<file path="config.mk">
export PLATFORM = sky130hd
export DESIGN_NAME = port_timer_interrupt_unit
export DESIGN_NICKNAME = d
export VERILOG_FILES = /design/src/hdl/ptiu_pkg.sv /design/src/hdl/counter_prescaler.sv /design/src/hdl/port_pins.sv /design/src/hdl/port_timer_interrupt_unit.sv
export SDC_FILE = /design/constraint.sdc
export NUM_CORES = 1
export LEC_CHECK = 0
export BUFFER_PORTS_ARGS = -buffer_cell sky130_fd_sc_hd__clkbuf_2
export CELL_PAD_IN_SITES_DETAIL_PLACEMENT = 1
export CELL_PAD_IN_SITES_GLOBAL_PLACEMENT = 2
export CORE_MARGIN = 2
export CORE_UTILIZATION = 32
export DETAILED_ROUTE_END_ITERATION = 8
export PLACE_DENSITY_LB_ADDON = 0.1
export REMOVE_ABC_BUFFERS = 1
export SYNTH_ARGS = -nofsm -noshare
export SYNTH_HDL_FRONTEND = slang
export SYNTH_SLANG_ARGS = --single-unit
</file>
<file path="constraint.sdc">
create_clock -name i_clk -period 2.4 [get_ports i_clk]
set_clock_uncertainty 0.2 [all_clocks]
set_input_delay 0.24 -clock i_clk [delete_from_list [all_inputs] [get_ports i_clk]]
set_output_delay 0.24 -clock i_clk [all_outputs]
set_load 0.1 [all_outputs]
</file>
<file path="src/hdl/ptiu_pkg.sv">
// Constants and carriers shared by the port, timer and interrupt unit
`default_nettype none
package ptiu_pkg;
    localparam int NIB_W    = 4;
    localparam int ADDR_W   = 5;
    localparam int NUM_PINS = 6;
    localparam int PC_W     = 12;
    localparam int CNT_W    = 8;
    localparam int PRESC_W  = 11;
    localparam int MODE_W   = 3;
    localparam int EDGE_PIN = 3;

    // System register addresses
    localparam logic [ADDR_W-1:0] ADDR_IRQ_EN  = 5'h00;
    localparam logic [ADDR_W-1:0] ADDR_IRQ_REQ = 5'h01;
    localparam logic [ADDR_W-1:0] ADDR_MODE    = 5'h02;
    localparam logic [ADDR_W-1:0] ADDR_CNT_LO  = 5'h03;
    localparam logic [ADDR_W-1:0] ADDR_CNT_HI  = 5'h04;
    localparam logic [ADDR_W-1:0] ADDR_PA      = 5'h05;
    localparam logic [ADDR_W-1:0] ADDR_PB      = 5'h06;
    localparam logic [ADDR_W-1:0] ADDR_DIR_A   = 5'h13;
    localparam logic [ADDR_W-1:0] ADDR_DIR_B   = 5'h14;
    localparam logic [ADDR_W-1:0] ADDR_PULL_A  = 5'h1b;
    localparam logic [ADDR_W-1:0] ADDR_PULL_B  = 5'h1c;

    // Interrupt flag bit positions and implemented-bit masks
    localparam int BIT_CONV = 3;
    localparam int BIT_CNT  = 2;
    localparam int BIT_PIN  = 0;
    localparam logic [NIB_W-1:0] IRQ_IMPL    = 4'hd;
    localparam logic [NIB_W-1:0] MODE_IMPL   = 4'h7;
    localparam logic [NIB_W-1:0] PB_IMPL     = 4'h3;
    localparam logic [NIB_W-1:0] PULL_A_IMPL = 4'h7;
    localparam logic [NIB_W-1:0] NIB_ZERO    = 4'h0;
    localparam logic [MODE_W-1:0] MODE_RESET = 3'h0;

    // Fixed vectors
    localparam logic [PC_W-1:0] VEC_RESET = 12'h000;
    localparam logic [PC_W-1:0] VEC_CONV  = 12'h001;
    localparam logic [PC_W-1:0] VEC_CNT   = 12'h002;
    localparam logic [PC_W-1:0] VEC_PIN   = 12'h004;

    // Instructions retired between pending and service
    localparam logic [1:0] INSTR_DELAY = 2'h2;

    // Prescaler exponent per mode code 000..111
    localparam logic [3:0] PRESC_SHIFT [8] = '{4'hb, 4'h9, 4'h7, 4'h5, 4'h3, 4'h2, 4'h1, 4'h0};

    // Register access from the core
    typedef struct packed {
        logic              wr;
        logic              rd;
        logic [ADDR_W-1:0] addr;
        logic [NIB_W-1:0]  wdata;
    } reg_req_t;
endpackage
`default_nettype wire

</file>
<file path="src/hdl/counter_prescaler.sv">
// Auto-reloading up-counter with selectable prescaler
`default_nettype none
module counter_prescaler
    import ptiu_pkg::*;
#(
    parameter int CW = CNT_W,
    parameter int PW = PRESC_W
)(
    input  wire logic              i_clk,
    input  wire logic              i_reset,
    input  wire logic [MODE_W-1:0] i_mode,
    input  wire logic              i_load,
    input  wire logic [CW-1:0]     i_reload,
    output logic      [CW-1:0]     o_count,
    output logic                   o_overflow
);
    logic [PW-1:0] presc_reg;
    logic [PW-1:0] mask;
    logic          tick;

    // Low bits that must all be set for a counter tick
    function automatic logic [PW-1:0] tick_mask(input logic [MODE_W-1:0] mode);
        tick_mask = PW'((1 << PRESC_SHIFT[mode]) - 1);
    endfunction

    assign mask = tick_mask(i_mode);
    assign tick = (presc_reg & mask) == mask;

    ////////////////////////////////////////////////////////////////////////
    // Free-running prescaler on the system clock
    always_ff @(posedge i_clk)
    begin
        if (i_reset)
            presc_reg <= '0;
        else
            presc_reg <= presc_reg + 1'b1;
    end

    // Counter: load on high write, reload on rollover
    always_ff @(posedge i_clk)
    begin
        if (i_reset)
            o_count <= '0;
        else if (i_load)
            o_count <= i_reload;
        else if (tick && o_count == '1)
            o_count <= i_reload;
        else if (tick)
            o_count <= o_count + 1'b1;
    end

    // One-cycle overflow strobe
    always_ff @(posedge i_clk)
    begin
        if (i_reset)
            o_overflow <= 1'b0;
        else
            o_overflow <= tick && !i_load && o_count == '1;
    end
endmodule // counter_prescaler
`default_nettype wire

</file>
<file path="src/hdl/port_pins.sv">
// Pad drivers, pull-ups, input synchronisers and falling-edge detect
`default_nettype none
module port_pins
    import ptiu_pkg::*;
#(
    parameter int NP = NUM_PINS,
    parameter int EP = EDGE_PIN
)(
    input  wire logic          i_clk,
    input  wire logic          i_reset,
    input  wire logic [NP-1:0] i_dir,
    input  wire logic [NP-1:0] i_latch,
    input  wire logic [NP-1:0] i_pull,
    input  wire logic [NP-1:0] i_analog,
    input  wire logic [NP-1:0] i_pad_in,
    output logic      [NP-1:0] o_pad_out,
    output logic      [NP-1:0] o_pad_oe,
    output logic      [NP-1:0] o_pull_en,
    output logic      [NP-1:0] o_level,
    output logic               o_fall
);
    logic [NP-1:0] sync1_reg;
    logic          edge_prev_reg;

    genvar g;
    generate
        for (g = 0; g < NP; g++)
        begin : g_pin
            if (g == EP)
            begin : g_od
                // Open-drain: only pulls low, no pull-up
                always_ff @(posedge i_clk)
                begin
                    if (i_reset)
                    begin
                        o_pad_out[g] <= 1'b0;
                        o_pad_oe[g]  <= 1'b0;
                        o_pull_en[g] <= 1'b0;
                    end
                    else
                    begin
                        o_pad_out[g] <= 1'b0;
                        o_pad_oe[g]  <= i_dir[g] && !i_latch[g];
                        o_pull_en[g] <= 1'b0;
                    end
                end
            end
            else
            begin : g_cmos
                // Push-pull with pull-up off when output or analog
                always_ff @(posedge i_clk)
                begin
                    if (i_reset)
                    begin
                        o_pad_out[g] <= 1'b0;
                        o_pad_oe[g]  <= 1'b0;
                        o_pull_en[g] <= 1'b0;
                    end
                    else
                    begin
                        o_pad_out[g] <= i_latch[g];
                        o_pad_oe[g]  <= i_dir[g] && !i_analog[g];
                        o_pull_en[g] <= i_pull[g] && !i_dir[g] && !i_analog[g];
                    end
                end
            end
        end
    endgenerate

    ////////////////////////////////////////////////////////////////////////
    // Two-stage synchroniser for pad levels
    always_ff @(posedge i_clk)
    begin
        if (i_reset)
        begin
            sync1_reg <= '0;
            o_level   <= '0;
        end
        else
        begin
            sync1_reg <= i_pad_in;
            o_level   <= sync1_reg;
        end
    end

    // Falling edge on the interrupt pin as digital input only
    always_ff @(posedge i_clk)
    begin
        if (i_reset)
        begin
            edge_prev_reg <= 1'b0;
            o_fall        <= 1'b0;
        end
        else
        begin
            edge_prev_reg <= o_level[EP];
            o_fall        <= edge_prev_reg && !o_level[EP] && !i_dir[EP] && !i_analog[EP];
        end
    end
endmodule // port_pins
`default_nettype wire

</file>
<file path="src/hdl/port_timer_interrupt_unit.sv">
// Port, timer and interrupt peripheral cluster of a 4-bit controller
`default_nettype none
// Summary of operation
// - Direction bit 1 output, 0 input, resets 0
// - Pull-up bit 1 enables input pull-up
// - Output pins always have pull-up off
// - Interrupt pin: open drain, no pull-up
// - Output latch drives pad when output and not analog
// - Read returns latch if output, pad if input
// - Falling edge on interrupt pin as digital input sets request
// - Analog pins never raise port requests
// - Port interrupt wakes from HALT and STOP
// - 8-bit up-counter reloads on overflow
// - Rollover from FF to the reload value sets timer request
// - High nibble write loads whole counter
// - Low write then high; high read first
// - Mode selects prescale 2^11 down to 2^0
// - System clock is oscillator over sixteen
// - Enable and request: push PC, jump
// - Vectors 000 reset, 001, 002, 004
// - Service entry clears all enable flags
// - Service after two instructions, cancel if cleared
// - Enable bit 3 gates conversion-done source
// - Timer and conversion wake from HALT
// - Every reset clears enable and request flags
// - Watchdog reset keeps mode; ports clear
// - Any reset restarts program counter at zero
module port_timer_interrupt_unit
    import ptiu_pkg::*;
#(
    parameter int NP = NUM_PINS
)(
    input  wire logic            i_clk,
    input  wire logic            i_reset,
    input  wire logic            i_wdt_reset,
    input  wire reg_req_t        i_req,
    output logic     [NIB_W-1:0] o_reg_rdata,
    input  wire logic            i_instr_done,
    input  wire logic            i_conv_done,
    input  wire logic [3:0]      i_analog_sel,
    input  wire logic [NP-1:0]   i_pad_in,
    output logic      [NP-1:0]   o_pad_out,
    output logic      [NP-1:0]   o_pad_oe,
    output logic      [NP-1:0]   o_pullup_en,
    output logic                 o_irq_take,
    output logic      [PC_W-1:0] o_irq_vector,
    output logic                 o_pc_restart,
    output logic                 o_wake_halt,
    output logic                 o_wake_stop
);
    logic              any_reset;
    logic [NIB_W-1:0]  irq_enable_flags_reg;
    logic [NIB_W-1:0]  irq_request_flags_reg;
    logic [NIB_W-1:0]  irq_request_flags_next;
    logic [MODE_W-1:0] counter_prescale_select_reg;
    logic [NIB_W-1:0]  reload_low_nibble_reg;
    logic [NIB_W-1:0]  reload_high_nibble_reg;
    logic [CNT_W-1:0]  reload_value;
    logic [NIB_W-1:0]  count_value_low_reg;
    logic [NIB_W-1:0]  first_port_data_reg;
    logic [1:0]        second_port_data_reg;
    logic [NIB_W-1:0]  first_port_direction_reg;
    logic [1:0]        second_port_direction_reg;
    logic [2:0]        first_port_pullup_reg;
    logic [1:0]        second_port_pullup_reg;
    logic [1:0]        instr_cnt_reg;
    logic [NIB_W-1:0]  pending;
    logic              take;
    logic [PC_W-1:0]   take_vector;
    logic              load_now;
    logic [CNT_W-1:0]  count;
    logic              overflow;
    logic              pin_fall;
    logic [NP-1:0]     dir_all;
    logic [NP-1:0]     latch_all;
    logic [NP-1:0]     pull_all;
    logic [NP-1:0]     analog_all;
    logic [NP-1:0]     level;
    logic [NP-1:0]     pin_read;
    logic [NIB_W-1:0]  rdata_next;

    // Register write strobe for one address
    function automatic logic wr_hit(input reg_req_t req, input logic [ADDR_W-1:0] a);
        wr_hit = req.wr && req.addr == a;
    endfunction

    assign any_reset = i_reset || i_wdt_reset;

    ////////////////////////////////////////////////////////////////////////
    // Pin vectors: port A in bits 3..0, port B in bits 5..4
    assign dir_all    = {second_port_direction_reg, first_port_direction_reg};
    assign latch_all  = {second_port_data_reg, first_port_data_reg};
    assign pull_all   = {second_port_pullup_reg, 1'b0, first_port_pullup_reg};
    assign analog_all = {1'b0, i_analog_sel[3], 1'b0, i_analog_sel[2:0]};
    assign pin_read   = (dir_all & latch_all) | (~dir_all & level);

    port_pins #(
        .NP (NP),
        .EP (EDGE_PIN)
    ) u_pins (
        .i_clk     (i_clk),
        .i_reset   (any_reset),
        .i_dir     (dir_all),
        .i_latch   (latch_all),
        .i_pull    (pull_all),
        .i_analog  (analog_all),
        .i_pad_in  (i_pad_in),
        .o_pad_out (o_pad_out),
        .o_pad_oe  (o_pad_oe),
        .o_pull_en (o_pullup_en),
        .o_level   (level),
        .o_fall    (pin_fall)
    );

    ////////////////////////////////////////////////////////////////////////
    // Timer: high-nibble write loads the whole counter
    assign load_now = wr_hit(i_req, ADDR_CNT_HI);

    // Whole load value; the high write feeds the counter at once
    assign reload_value = load_now ? {i_req.wdata, reload_low_nibble_reg}
                                   : {reload_high_nibble_reg, reload_low_nibble_reg};

    counter_prescaler #(
        .CW (CNT_W),
        .PW (PRESC_W)
    ) u_timer (
        .i_clk      (i_clk),
        .i_reset    (any_reset),
        .i_mode     (counter_prescale_select_reg),
        .i_load     (load_now),
        .i_reload   (reload_value),
        .o_count    (count),
        .o_overflow (overflow)
    );

    // Low load nibble waits for the high write
    always_ff @(posedge i_clk)
    begin
        if (any_reset)
            reload_low_nibble_reg <= NIB_ZERO;
        else if (wr_hit(i_req, ADDR_CNT_LO))
            reload_low_nibble_reg <= i_req.wdata;
    end

    // High load nibble kept for the automatic reload
    always_ff @(posedge i_clk)
    begin
        if (any_reset)
            reload_high_nibble_reg <= NIB_ZERO;
        else if (load_now)
            reload_high_nibble_reg <= i_req.wdata;
    end

    // Mode kept over watchdog reset
    always_ff @(posedge i_clk)
    begin
        if (i_reset)
            counter_prescale_select_reg <= MODE_RESET;
        else if (!i_wdt_reset && wr_hit(i_req, ADDR_MODE))
            counter_prescale_select_reg <= i_req.wdata[MODE_W-1:0];
    end

    // High read snapshots the low count nibble
    always_ff @(posedge i_clk)
    begin
        if (any_reset)
            count_value_low_reg <= NIB_ZERO;
        else if (i_req.rd && i_req.addr == ADDR_CNT_HI)
            count_value_low_reg <= count[NIB_W-1:0];
    end

    ////////////////////////////////////////////////////////////////////////
    // Port data, direction and pull-up registers
    always_ff @(posedge i_clk)
    begin
        if (any_reset)
        begin
            first_port_data_reg       <= NIB_ZERO;
            second_port_data_reg      <= '0;
            first_port_direction_reg  <= NIB_ZERO;
            second_port_direction_reg <= '0;
            first_port_pullup_reg     <= '0;
            second_port_pullup_reg    <= '0;
        end
        else
        begin
            if (wr_hit(i_req, ADDR_PA))
                first_port_data_reg <= i_req.wdata;
            if (wr_hit(i_req, ADDR_PB))
                second_port_data_reg <= i_req.wdata[1:0];
            if (wr_hit(i_req, ADDR_DIR_A))
                first_port_direction_reg <= i_req.wdata;
            if (wr_hit(i_req, ADDR_DIR_B))
                second_port_direction_reg <= i_req.wdata[1:0];
            if (wr_hit(i_req, ADDR_PULL_A))
                first_port_pullup_reg <= i_req.wdata[2:0];
            if (wr_hit(i_req, ADDR_PULL_B))
                second_port_pullup_reg <= i_req.wdata[1:0];
        end
    end

    ////////////////////////////////////////////////////////////////////////
    // Read mux, unimplemented bits as zero
    always_comb
    begin
        rdata_next = NIB_ZERO;
        case (i_req.addr)
            ADDR_IRQ_EN:  rdata_next = irq_enable_flags_reg;
            ADDR_IRQ_REQ: rdata_next = irq_request_flags_reg;
            ADDR_MODE:    rdata_next = {1'b0, counter_prescale_select_reg};
            ADDR_CNT_LO:  rdata_next = count_value_low_reg;
            ADDR_CNT_HI:  rdata_next = count[CNT_W-1:NIB_W];
            ADDR_PA:      rdata_next = pin_read[NIB_W-1:0];
            ADDR_PB:      rdata_next = {2'b00, pin_read[NP-1:NIB_W]};
            ADDR_DIR_A:   rdata_next = first_port_direction_reg;
            ADDR_DIR_B:   rdata_next = {2'b00, second_port_direction_reg};
            ADDR_PULL_A:  rdata_next = {1'b0, first_port_pullup_reg};
            ADDR_PULL_B:  rdata_next = {2'b00, second_port_pullup_reg};
            default:      rdata_next = NIB_ZERO;
        endcase
    end

    // Registered read data
    always_ff @(posedge i_clk)
    begin
        if (any_reset)
            o_reg_rdata <= NIB_ZERO;
        else if (i_req.rd)
            o_reg_rdata <= rdata_next;
    end

    ////////////////////////////////////////////////////////////////////////
    // Interrupt requests: hardware set wins over software clear
    always_comb
    begin
        irq_request_flags_next = irq_request_flags_reg;
        if (wr_hit(i_req, ADDR_IRQ_REQ))
            irq_request_flags_next = i_req.wdata & IRQ_IMPL;
        if (i_conv_done)
            irq_request_flags_next[BIT_CONV] = 1'b1;
        if (overflow)
            irq_request_flags_next[BIT_CNT] = 1'b1;
        if (pin_fall)
            irq_request_flags_next[BIT_PIN] = 1'b1;
    end

    always_ff @(posedge i_clk)
    begin
        if (any_reset)
            irq_request_flags_reg <= NIB_ZERO;
        else
            irq_request_flags_reg <= irq_request_flags_next;
    end

    // Enables: service entry clears them all
    always_ff @(posedge i_clk)
    begin
        if (any_reset)
            irq_enable_flags_reg <= NIB_ZERO;
        else if (take)
            irq_enable_flags_reg <= NIB_ZERO;
        else if (wr_hit(i_req, ADDR_IRQ_EN))
            irq_enable_flags_reg <= i_req.wdata & IRQ_IMPL;
    end

    assign pending = irq_enable_flags_reg & irq_request_flags_reg;

    // Retired-instruction count while something is pending
    always_ff @(posedge i_clk)
    begin
        if (any_reset || pending == NIB_ZERO || take)
            instr_cnt_reg <= '0;
        else if (i_instr_done && instr_cnt_reg != INSTR_DELAY)
            instr_cnt_reg <= instr_cnt_reg + 1'b1;
    end

    assign take = pending != NIB_ZERO && instr_cnt_reg == INSTR_DELAY;

    // Fixed priority vector selection
    always_comb
    begin
        if (pending[BIT_CONV])
            take_vector = VEC_CONV;
        else if (pending[BIT_CNT])
            take_vector = VEC_CNT;
        else
            take_vector = VEC_PIN;
    end

    // Service strobe, vector and restart to the core
    always_ff @(posedge i_clk)
    begin
        if (any_reset)
        begin
            o_irq_take   <= 1'b0;
            o_irq_vector <= VEC_RESET;
            o_pc_restart <= 1'b1;
        end
        else
        begin
            o_irq_take   <= take;
            o_pc_restart <= 1'b0;
            if (take)
                o_irq_vector <= take_vector;
        end
    end

    // Wake-up levels for the low-power modes
    always_ff @(posedge i_clk)
    begin
        if (any_reset)
        begin
            o_wake_halt <= 1'b0;
            o_wake_stop <= 1'b0;
        end
        else
        begin
            o_wake_halt <= pending != NIB_ZERO;
            o_wake_stop <= pending[BIT_PIN];
        end
    end
endmodule // port_timer_interrupt_unit
`default_nettype wire

</file>
### Word-level counts from Yosys, hierarchy flattened

Memory sizes are Yosys's and may differ from the RTL's.
Index checks and enable logic that the tools add are counted.

* $add $sub $neg: 4
* $mul: 0
* divide/modulo/power cells: 0
* magnitude comparators: 1
* equal/unequal tests: 14
* shift-type cells: 1
* muxes and demuxes: 14
* bitwise logic cells: 7
* reductions and logical operators: 59

Operators by type and width (number)
* one-hot mux 4 bit (11 select lines): 1
* logical AND 1 bit: 34
* 2-to-1 mux 8 bit: 4
* == test 5 bit (second input constant): 4
* == test 5 x 3 -> 1 bit (second input constant): 3
* logical NOT 1 bit: 14
* AND 6 bit: 2
* 2-to-1 mux 4 bit: 3
* adder 11 x 1 -> 11 bit (second input constant): 1
* AND 11 bit: 1
* == test 11 bit: 1
* << shifter 1 x 4 -> 11 bit (first input constant): 1
* subtractor 11 x 2 -> 11 bit (second input constant): 1
* == test 5 x 2 -> 1 bit (second input constant): 2
* adder 8 x 1 -> 8 bit (second input constant): 1
* == test 8 bit (second input constant): 1
* 2-to-1 mux 3 bit: 2
* NOT 6 bit: 1
* OR 6 bit: 1
* nonzero test 2 bit: 3
* == test 5 x 1 -> 1 bit (second input constant): 1
* logical NOT 5 bit: 1
* AND 4 bit: 1
* >= comparator 4 bit (second input constant): 1
* other kinds (10): 15

* bits in registers: 110
* latch bits: 0
* bits in writable memories: 0
* memory bits (read-only): 32
* bits of input ports: 26
* output and inout port bits: 38
* word-level logic and storage cells: 145
* memories kept: 1

Memories
* (name not given): depth 8, width 4, rd ports 1, clocked after memory_dff 0, write ports 0, line counter_prescaler.sv:23 `tick_mask = PW'((1 << PRESC_SHIFT[mode]) - 1);`

### Depth between registers and ports, before layout

Gate-level depths: netlist (run 1).

* depth in word-level cells: 11
* mapped depth: 9
* mapped depth without buffers: 7

### Hierarchy

Synthesis (run 1) repeated with hierarchy kept, for this count alone.

* cells, all modules: 498
* area, all modules: 4570.6 um^2

Modules (own cells, without submodules)
* port_timer_interrupt_unit: instances 1, cells an instance 290, area an instance 2483.6 um^2
* counter_prescaler: instances 1, cells an instance 141, area an instance 1136.1 um^2
* port_pins: instances 1, cells an instance 67, area an instance 950.9 um^2

### Worst setup path before layout (run 1)

OpenSTA, ideal clock, no wires.

* path type: reg-to-reg
* start point: register counter_prescale_select_reg[0]
* end point: register u_timer.o_count[7]
* arrival time: 2.330 ns
* required time: 2.126 ns
* path slack: -0.204 ns
* stages on the path, launching flop included: 9
* clock period less this slack: 2.604 ns
* path through: dfxtp_1 -> nand3_1 -> ha_1 -> nor2_1 -> a211o_1 -> or4_1 -> clkbuf_2 -> or4_1 -> a31oi_1

* longest elaborated chain between the ends: 11

Ends and longest elaborated chain
* start: declaration: line port_timer_interrupt_unit.sv:55 `logic [MODE_W-1:0] counter_prescale_select_reg;`
* start signal: assignment: line port_timer_interrupt_unit.sv:160 `counter_prescale_select_reg <= i_req.wdata[MODE_W-1:0];`
* NOT 3 -> 4 bit (not written as such) *: line counter_prescaler.sv:23
* memory read (8 x 4 bit) *
* 2-to-1 mux 4 bit (not written as such) * (2 in series): line counter_prescaler.sv:23
* << shifter 1 x 4 -> 11 bit *: line counter_prescaler.sv:23
* subtractor 11 x 2 -> 11 bit *: line counter_prescaler.sv:23
* AND 11 bit: line counter_prescaler.sv:27 `assign tick = (presc_reg & mask) == mask;`
* == test 11 bit *: line counter_prescaler.sv:27
* logical AND 1 bit: line counter_prescaler.sv:46 `else if (tick && o_count == '1)`
* 2-to-1 mux 8 bit: line counter_prescaler.sv:46
* 2-to-1 mux 8 bit: line counter_prescaler.sv:44 `else if (i_load)`
* end signal: assignment: line counter_prescaler.sv:45 `o_count <= i_reload;`
* end signal: assignment: line counter_prescaler.sv:47 `o_count <= i_reload;`
* end signal: assignment: line counter_prescaler.sv:49 `o_count <= o_count + 1'b1;`
* end: declaration: line counter_prescaler.sv:14 `output logic [CW-1:0] o_count,`

Every way passes the cells marked *; elsewhere a longest branch is shown, timed or not. The select of a mux whose other input is x is not followed.
A chain may end at the register's enable or synchronous reset.

### Final worst setup path (run 1)

Ends and elaborated chain as after synthesis.

==> results of run 1 <==
metal layers:
| metal | vias to the layer above | wire (microns) | GRT usage [%] |
|---|---|---|---|
| met2 | 63 | 5790 | 29.5 |
| li1 | 1838 | - | - |
| met4 | 0 | 145 | 4.74 |
| met1 | 1795 | 5990 | 23.0 |
| met5 | - | 0 | 0 |
| met3 | 11 | 478 | 5.38 |
cells in the mapped netlist (4+ instances only):
library cell	n
nor3b_1	7
dfxtp_1	101
a21oi_1	29
nand3b_1	5
nor4b_1	7
clkbuf_1	22
mux2i_1	26
and2_1	24
nor2_1	45
and4_1	4
xor2_1	5
nand4_1	5
ha_1	4
nand2_1	40
nand3_1	24
o21ai_0	12
buf_4	12
mux2_2	6
a22o_1	7
nor3_1	5
a31oi_1	5
and3_1	7
buf_6	4
inv_1	10
what timing repair did:
| action | CTS | global route |
|---|---|---|
| pin swaps | 3 | 2 |
| gates resized for setup | 5 | 6 |
| buffers inserted | 2 | 0 |
| endpoints found under the hold margin | 20 | 0 |
| setup endpoints to repair | 3 | 7 |
| gates cloned | 1 | 0 |
| hold buffers | 13 | 0 |
per-stage QoR:
step                hold WS [ns]  total power (uW)  cells  cell area [sq um]
floorplan                  0.112              1870    450               4230
global placement           0.207              1980    710               4960
detailed placement         0.217              1980    710               4960
CTS                       0.0532              3570    741               5460
global route              0.0646              3650    741               5470
finish                    0.0582              3510    741               5470
tightest hold or removal path: stages:
cell	delay [ns]
clkbuf_2	0.17
mux2i_1	0.09
nor2_1	0.07
how the worst max path moves through the flow:
stage | depth (start not counted) | slack [ns] | to
2_1_floorplan | 4 | -0.39 | u_timer.o_count[5]
3_3_place_gp | 7 | -0.12 | u_timer.o_count[7]
3_5_place_dp | 7 | -0.18 | u_timer.o_count[7]
4_1_cts | 7 | -0.001 | u_timer.o_count[7]
5_1_grt | 7 | -0.1 | u_timer.o_count[7]
6_report | 7 | 0.02 | u_timer.o_count[7]
power breakdown:
part	internal, uW	switching (uW)	total, uW
logic	72.5	191	263
registers	1690	6.24	1690
clock network	934	621	1560
total	2690	818	3510
kinds of logic after synthesis:
kind of cell	Yosys count	share of synthesized area (%)
AOI/OAI and AO/OA	82	12.6
xor gates and xnor gates	8	1.58
adders and majority gates	5	1.36
buffers and inverters	50	6.19
DFF	101	45.7
muxes	33	8.00
other	1	0.0848
and+or+nand+nor	200	24.5
area by class of cell:
cell class                      instances  area (sq um)  area share [%]
Clock buffer                           11           243            4.44
Clock inverter                          4          72.6            1.33
Inverter                               10          37.5           0.687
Multi-Input combinational cell        339          2200            40.3
Sequential cell                       101          2030            37.1
Tap cell                              176           220            4.03
Timing Repair Buffer                  100           663            12.1
==> out/qor.csv, run 1 <==
metric,value,unit
vias in the first global route,3873,
initial antenna violation count,0,
final hold violations,0,
Crit path arrival time,2.47,ns
cell count after synthesis,480,
RSZ-0062 raised after global routing,yes,
Max Fclk,420,MHz
die footprint,0.0148,sq mm
clk_lat worst skew,0.36,ns
htree depth,3,
most frequent cells in the layout,"dfxtp_1, clkbuf_2, nor2_1",
Antenna Nets Post-Route,0,
"delay-heaviest family, CP",simple AND/OR/NAND/NOR gates,
Synth area leader,dfxtp_1,
Die Span Y,122,microns
r2r setup slk,0.02,ns
Leak Pwr,0.00219,uW
crit path launch type,flip-flop,
cell mode on critical path,or4_4,
Rows,42,
GR Overflow Total,0,
WL/cell,16.7,microns
max reg flops,11,
CP required,2.49,ns
max incr delay on CP,0.52,ns
Final WS setup,0.0199,ns
post-synth cell types,65,
HPWL Detailed,8.95,mm
Root Driver,clkbuf_16,
CTS tree,done,
CTS max path bufs,2,
Synth Register Bits,101,
Antenna diodes,0,
Initial Util,33.1,%
DP Worst Slack,-0.180,ns
final worst-path cycle share,99.2,%
Power per Cell Area,642,mW/mm^2
Max VDD drop,342,uV
# port buffers,52,
post-layout min period,2.38,ns
CTS Sinks,101,
area of the mapped netlist,0.00442,sq mm
TNS Setup,0,ns
Reg2Reg Depth,7,
total of warnings raised by yosys,0,
CP max stage cell,or4_4,
Layout Nets,591,
top_reg_cell synth,dfxtp_1,
Util after Layout,40.9,%
fraction of layout cells with a size suffix above 1,22.1,%
"Reg clk slew, reported paths",0.07,ns
"Async S/R FF share, synth",0,%
"Seq/Total Area, Yosys",45.7,%
Num CTS Buffers,9,
Worst Tran Pin Value,0.640,ns
"Slew Viols, Final",0,
CP Cell Sequence,"nand3b_1, ha_1, nor2_1, a211o_1, or4_4, or4_4, a31oi_1",
Residual DRC,0,
WS Path Type,flip-flop to flip-flop,
Hold Crit Class,input pin to flip-flop,
Worst Hold End,irq_enable_flags_reg[3],
first-pass GRT wire length,20.2,mm
Fillers,1579,
reg-to-reg endpoint,u_timer.o_count[7],
"most common cell after layout, fill and taps aside",dfxtp_1,
status,"complete, no violations",
core region area,0.0133,sq mm
WL final,12.4,mm
synthesized area per cell,9.22,sq um
WP buf/inv,0,
share of the synthesized area in the top cell type,45.7,%
worst slew margin relative to its limit,56.2,%
worst hold stages,3,
die span in x,122,microns
# IOs,64,
largest net degree at the start of global routing,37,
Critical Path Fanout Max,4,
Critical Path End Type,flip-flop,
initial DRC count,141,
via count,3707,
area grow syn2layout,23.5,%
global placer's final weighted congestion,0.775,
Critical path origin,counter_prescale_select_reg[0],
GRT Total Usage,17.9,%
Max-cap violations,0,
synth top area cells,"dfxtp_1, mux2i_1, nor2_1",
min-delay src,i_req[3],
count of final setup violators,0,
worst r2r src,counter_prescale_select_reg[0],
first drt pass iteration count,4,
vias per cell,5.00,
number of synthesized flops with an enable pin,0,
No activity file was read; power rests on OpenSTA's default activity.
==> inputs of run 2 (changes only) <==
--- a/config.mk
+++ b/config.mk
@@ -15,4 +15,5 @@
 export REMOVE_ABC_BUFFERS = 1
 export SYNTH_ARGS = -nofsm -noshare
 export SYNTH_HDL_FRONTEND = slang
+export SYNTH_HIERARCHICAL = 1
 export SYNTH_SLANG_ARGS = --single-unit
==> run 2 against run 1 <==
  * Clock power decreased by 3%
  * Cell area up 0.25%
  * Flip-flop and latch count did not move
  * Sequential share of layout area shrank 0.18 points
  * Wire length rose by 1.6%
  * First-iteration DRC count rose by 67%
  * Clock-buffer cell count decreased by 2
  * Synthesized cell count rose by 3.8%
  * Critical path depth unchanged
  * Register-to-register slack better by 0.14 ns
  * Total power shrank 0.99%
  * Critical path type unchanged
==> out/qor.csv, run 2 <==
metric,value,unit
# IOs,64,
post-synth cell types,63,
WL met3,421,microns
WL/cell,16.7,microns
Antenna diodes,0,
Antenna Nets Post-Route,0,
crit path launch type,flip-flop,
Post-CTS Setup Bufs,0,
Critical Path End Type,flip-flop,
Post-synth top cells,"dfxtp_1, nor2_1, nand2_1, mux2i_1, nand3_1",
final worst-path cycle share,93.4,%
Crit path arrival time,2.30,ns
part of the power in combinational logic,7.8,%
die span in x,124,microns
TNS Setup,0,ns
global placer's final weighted congestion,0.772,
CTS Sinks,101,
sw frac,25.8,%
CP Cell Sequence,"ha_1, nand3_1, nor2_1, and3_1, a41o_2, nand2_1, a311oi_1",
"Slew Viols, Final",0,
area grow syn2layout,19.9,%
DRT met1 WL,5.95,mm
Power per Cell Area,634,mW/mm^2
area of the mapped netlist,0.00457,sq mm
Max-cap violations,0,
Synth area leader,dfxtp_1,
# port buffers,52,
post-layout min period,2.24,ns
max layer used,met4,
Routed met2 length,6.07,mm
status,"complete, no violations",
GRT Total Usage,17.3,%
WL final,12.6,mm
count of final setup violators,0,
share of the synthesized area in the top cell type,44.2,%
WS Path Type,flip-flop to flip-flop,
Residual DRC,0,
Critical Path Fanout Max,10,
fraction of layout cells with a size suffix above 1,20.4,%
most frequent cells in the layout,"dfxtp_1, nor2_1, clkbuf_2",
Initial Util,32.8,%
first-pass GRT wire length,20.1,mm
Max Fclk,446,MHz
die footprint,0.0153,sq mm
worst slew margin relative to its limit,60.2,%
Internal,2580,uW
placed instance count,725,
Clk pwr share,43.5,%
final hold violations,0,
vias in the first global route,3797,
cell count after synthesis,498,
Hold Crit Class,input pin to flip-flop,
htree depth,3,
Net Sw Power,896,uW
post-route insts no fill,754,
core region area,0.0139,sq mm
synthesized area per cell,9.18,sq um
CP required,2.46,ns
Max VDD drop,312,uV
"Reg clk slew, reported paths",0.07,ns
via count,3783,
total of warnings raised by yosys,6,
RSZ-0062 raised after global routing,no,
first drt pass iteration count,4,
Die Span Y,124,microns
CTS max path bufs,2,
Rows,43,
Synth Register Bits,101,
initial DRC count,236,
most frequent cell after synthesis,dfxtp_1,
largest net degree at the start of global routing,46,
initial antenna violation count,0,
vias per cell,5.02,
Num CTS Buffers,9,
Seq pwr share,48.7,%
HPWL Detailed,9.32,mm
GR Overflow Total,0,
Layout Nets,598,
"Async S/R FF share, synth",0,%
"most common cell after layout, fill and taps aside",dfxtp_1,
max reg flops,11,
CTS tree,done,
Root Driver,clkbuf_16,
top_reg_cell synth,dfxtp_1,
Leak Pwr,0.00207,uW
max incr delay on CP,0.41,ns
"Seq/Total Area, Yosys",44.2,%
Worst Tran Pin Value,0.595,ns
clk_lat worst skew,0.35,ns
CP max stage cell,dfxtp_1,
synth top area cells,"dfxtp_1, mux2i_1, nor2_1",
number of synthesized flops with an enable pin,0,
run 2: timing repair:
item                                    CTS  global route
resized for setup                         0             3
endpoints found under the hold margin    20             0
hold buffers                             13             0
endpoints found under the setup margin    0             3
run 2: critical path, delay by kind of cell (launching register included):
family	cells	cell delay (ns)
fa+ha+maj	1	0.21
flops	1	0.41
simple gates	4	0.71
compound gates	2	0.62
run 2: layout make-up:
class                   instances  area (sq um)
multi-input cells             361          2340
fillers                      1654          8460
repair buffers                 84           533
clock inverters                 7          81.3
flip-flops and latches        101          2020
clock buffers                   9           225
inverters                      12          46.3
well taps                     180           225
run 2: metrics by stage:
step | util, % | power, uW | instance area (sq um) | hold slack [ns] | worst slack (ns)
final | 39.3 | 3480 | 5480 | 0.0271 | 0.158
after global routing | 39.3 | 3620 | 5480 | 0.0377 | 0.00680
after CTS | 39.2 | 3540 | 5470 | 0.0192 | 0.0664
after detailed placement | 36.1 | 1990 | 5030 | 0.226 | 0.0741
after global placement | 36.1 | 1990 | 5030 | 0.221 | 0.241
after floorplan | - | 1880 | 4400 | 0.112 | 0.0499
run 2: layer usage:
layer / vias to the layer above / track usage (%)
li1: 1880 / -
met1: 1821 / 23.0
met2: 71 / 28.6
met3: 11 / 3.32
met4: 0 / 5.04
met5: - / 0
run 2: worst paths after layout:
| kind | slack, ns | cells past startpoint | to | startpoint |
|---|---|---|---|---|
| min reg2reg | 0.24 | 2 | irq_request_flags_reg[2] | u_timer/o_overflow |
| max reg2reg | 0.16 | 7 | u_timer/o_count[1] | u_timer/o_count[0] |
| max | 0.16 | 7 | u_timer/o_count[1] | u_timer/o_count[0] |
| min | 0.03 | 3 | o_pc_restart | i_wdt_reset |
run 2: cells by family after synthesis:
logic type	share of synthesized area, %
xor gates and xnor gates	1.53
and+or+nand+nor	27.3
buffers and inverters	5.72
DFF	44.2
adders and majority gates	0.821
muxes	9.42
other	0.164
AOI/OAI and AO/OA	10.8
run 2: power groups by stage:
| stage | Combinational [uW] | Clock [uW] | Sequential [uW] |
|---|---|---|---|
| global route | 291 | 1630 | 1690 |
| CTS | 273 | 1570 | 1690 |
| detailed placement | 256 | 0 | 1730 |
| global placement | 254 | 0 | 1730 |
| floorplan | 146 | 0 | 1740 |
| finish | 272 | 1510 | 1690 |
==> inputs of run 3 (changes only) <==
--- a/config.mk
+++ b/config.mk
@@ -12,6 +12,7 @@
 export CORE_UTILIZATION = 32
 export DETAILED_ROUTE_END_ITERATION = 8
 export PLACE_DENSITY_LB_ADDON = 0.1
+export RECOVER_POWER = 25
 export REMOVE_ABC_BUFFERS = 1
 export SYNTH_ARGS = -nofsm -noshare
 export SYNTH_HDL_FRONTEND = slang
==> run 3 against run 2 <==
  * Clock-buffer cell count is the same
  * Clock power is essentially flat
  * First-iteration DRC count shrank 0.42%
  * Hold slack lost 0.0049 ns
==> out/qor.csv, run 3 (same netlist as run 2, synthesis figures left out) <==
metric,value,unit
worst slew margin relative to its limit,21.9,%
Final WS setup,0.165,ns
HPWL Detailed,9.32,mm
count of final setup violators,0,
die span in x,124,microns
htree depth,3,
status,"complete, no violations",
Max-cap violations,0,
Fillers,1658,
WL/cell,16.8,microns
"Design Area, Final",0.00545,sq mm
vias in the first global route,3797,
Initial Util,32.8,%
final hold violations,0,
clk_lat worst skew,0.35,ns
core region area,0.0139,sq mm
largest net degree at the start of global routing,46,
post-route insts no fill,754,
TNS Setup,0,ns
crit path launch type,flip-flop,
"Slew Viols, Final",0,
GRT Total Usage,17.3,%
max reg flops,11,
RSZ-0062 raised after global routing,no,
Max Fclk,447,MHz
"Reg clk slew, reported paths",0.07,ns
Max VDD drop,314,uV
Hold Crit Class,input pin to flip-flop,
Die Span Y,124,microns
WS Path Type,flip-flop to flip-flop,
Critical Path Fanout Max,10,
first-pass GRT wire length,20.1,mm
"most common cell after layout, fill and taps aside",dfxtp_1,
Critical Path End Type,flip-flop,
Crit path arrival time,2.29,ns
post-layout min period,2.24,ns
DP Worst Slack,0.0741,ns
Num CTS Buffers,9,
initial antenna violation count,0,
Root Driver,clkbuf_16,
GR Overflow Total,0,
fraction of layout cells with a size suffix above 1,16.4,%
Antenna Nets Post-Route,0,
Residual DRC,0,
CTS max path bufs,2,
# IOs,64,
Power per Cell Area,638,mW/mm^2
global placer's final weighted congestion,0.772,
vias per cell,5.01,
Antenna diodes,0,
Rows,43,
WL final,12.6,mm
first drt pass iteration count,4,
Layout Nets,598,
Leak Pwr,0.00199,uW
placed instance count,725,
CTS Sinks,101,
Placement Cell Area,0.00503,sq mm
final worst-path cycle share,93.1,%
CP required,2.46,ns
most frequent cells in the layout,"dfxtp_1, nor2_1, nand2_1",
# port buffers,52,
via count,3778,
initial DRC count,235,
CTS tree,done,
area grow syn2layout,19.2,%
Worst Tran Pin Value,1.18,ns
die footprint,0.0153,sq mm
-- run 3: changes by cell type in the layout (fill, tap and decap cells not counted), sizes merged --
cell / before / now
clkbuf: 61 / 62
buf: 19 / 18
-- run 3: worst paths after layout --
kind	start	end	slack (ns)	depth (start not counted)
worst max-delay path	u_timer/o_count[0]	u_timer/o_count[1]	0.16	7
worst min-delay path	i_wdt_reset	o_pc_restart	0.02	3
worst max register to register	u_timer/o_count[0]	u_timer/o_count[1]	0.16	7
worst min register to register	u_timer/o_overflow	irq_request_flags_reg[2]	0.24	2
-- run 3: cell type report --
class	instances	area, sq um	share of cell area [%]
Multi-Input combinational cell	361	2340	43.0
Sequential cell	101	2020	37.1
Timing Repair Buffer	84	502	9.21
Clock buffer	9	225	4.13
Tap cell	180	225	4.13
Clock inverter	7	81.3	1.49
Inverter	12	46.3	0.850
-- run 3: timing repair --
action / in CTS / in global routing
setup buffers: 0 / 0
gates resized for setup: 0 / 3
endpoints found under the setup margin: 0 / 3
hold buffers: 13 / 0
endpoints found under the hold margin: 20 / 0
-- run 3: stage by stage --
stage / util, % / hold WS, ns / power (uW)
after detailed placement: 36.1 / 0.226 / 1990
after global placement: 36.1 / 0.221 / 1990
after global routing: 39.1 / 0.0355 / 3620
after CTS: 39.2 / 0.0192 / 3540
final: 39.1 / 0.0221 / 3470
after floorplan: - / 0.112 / 1880
-- run 3: report_power, final --
part / internal, uW / switching, uW / leakage (uW)
clock: 824 / 688 / 0.000152
sequential: 1690 / 7.43 / 0.000816
combinational: 69.2 / 201 / 0.00102
total: 2580 / 897 / 0.00199
-- run 3: worst max-delay path: stages (launching register included) --
cell and delay, ns:
dfxtp_1 0.41, ha_1 0.21, nand3_1 0.12, nor2_1 0.24, and3_1 0.27, a41o_2 0.34
nand2_1 0.07, a311oi_1 0.28
-- run 3: per-layer routing --
| metal | track usage [%] | routed length, microns | vias up |
|---|---|---|---|
| met1 | 23.0 | 5960 | 1817 |
| met5 | 0 | 0 | - |
| met4 | 5.04 | 165 | 0 |
| met2 | 28.6 | 6050 | 69 |
| li1 | - | - | 1881 |
| met3 | 3.32 | 453 | 11 |
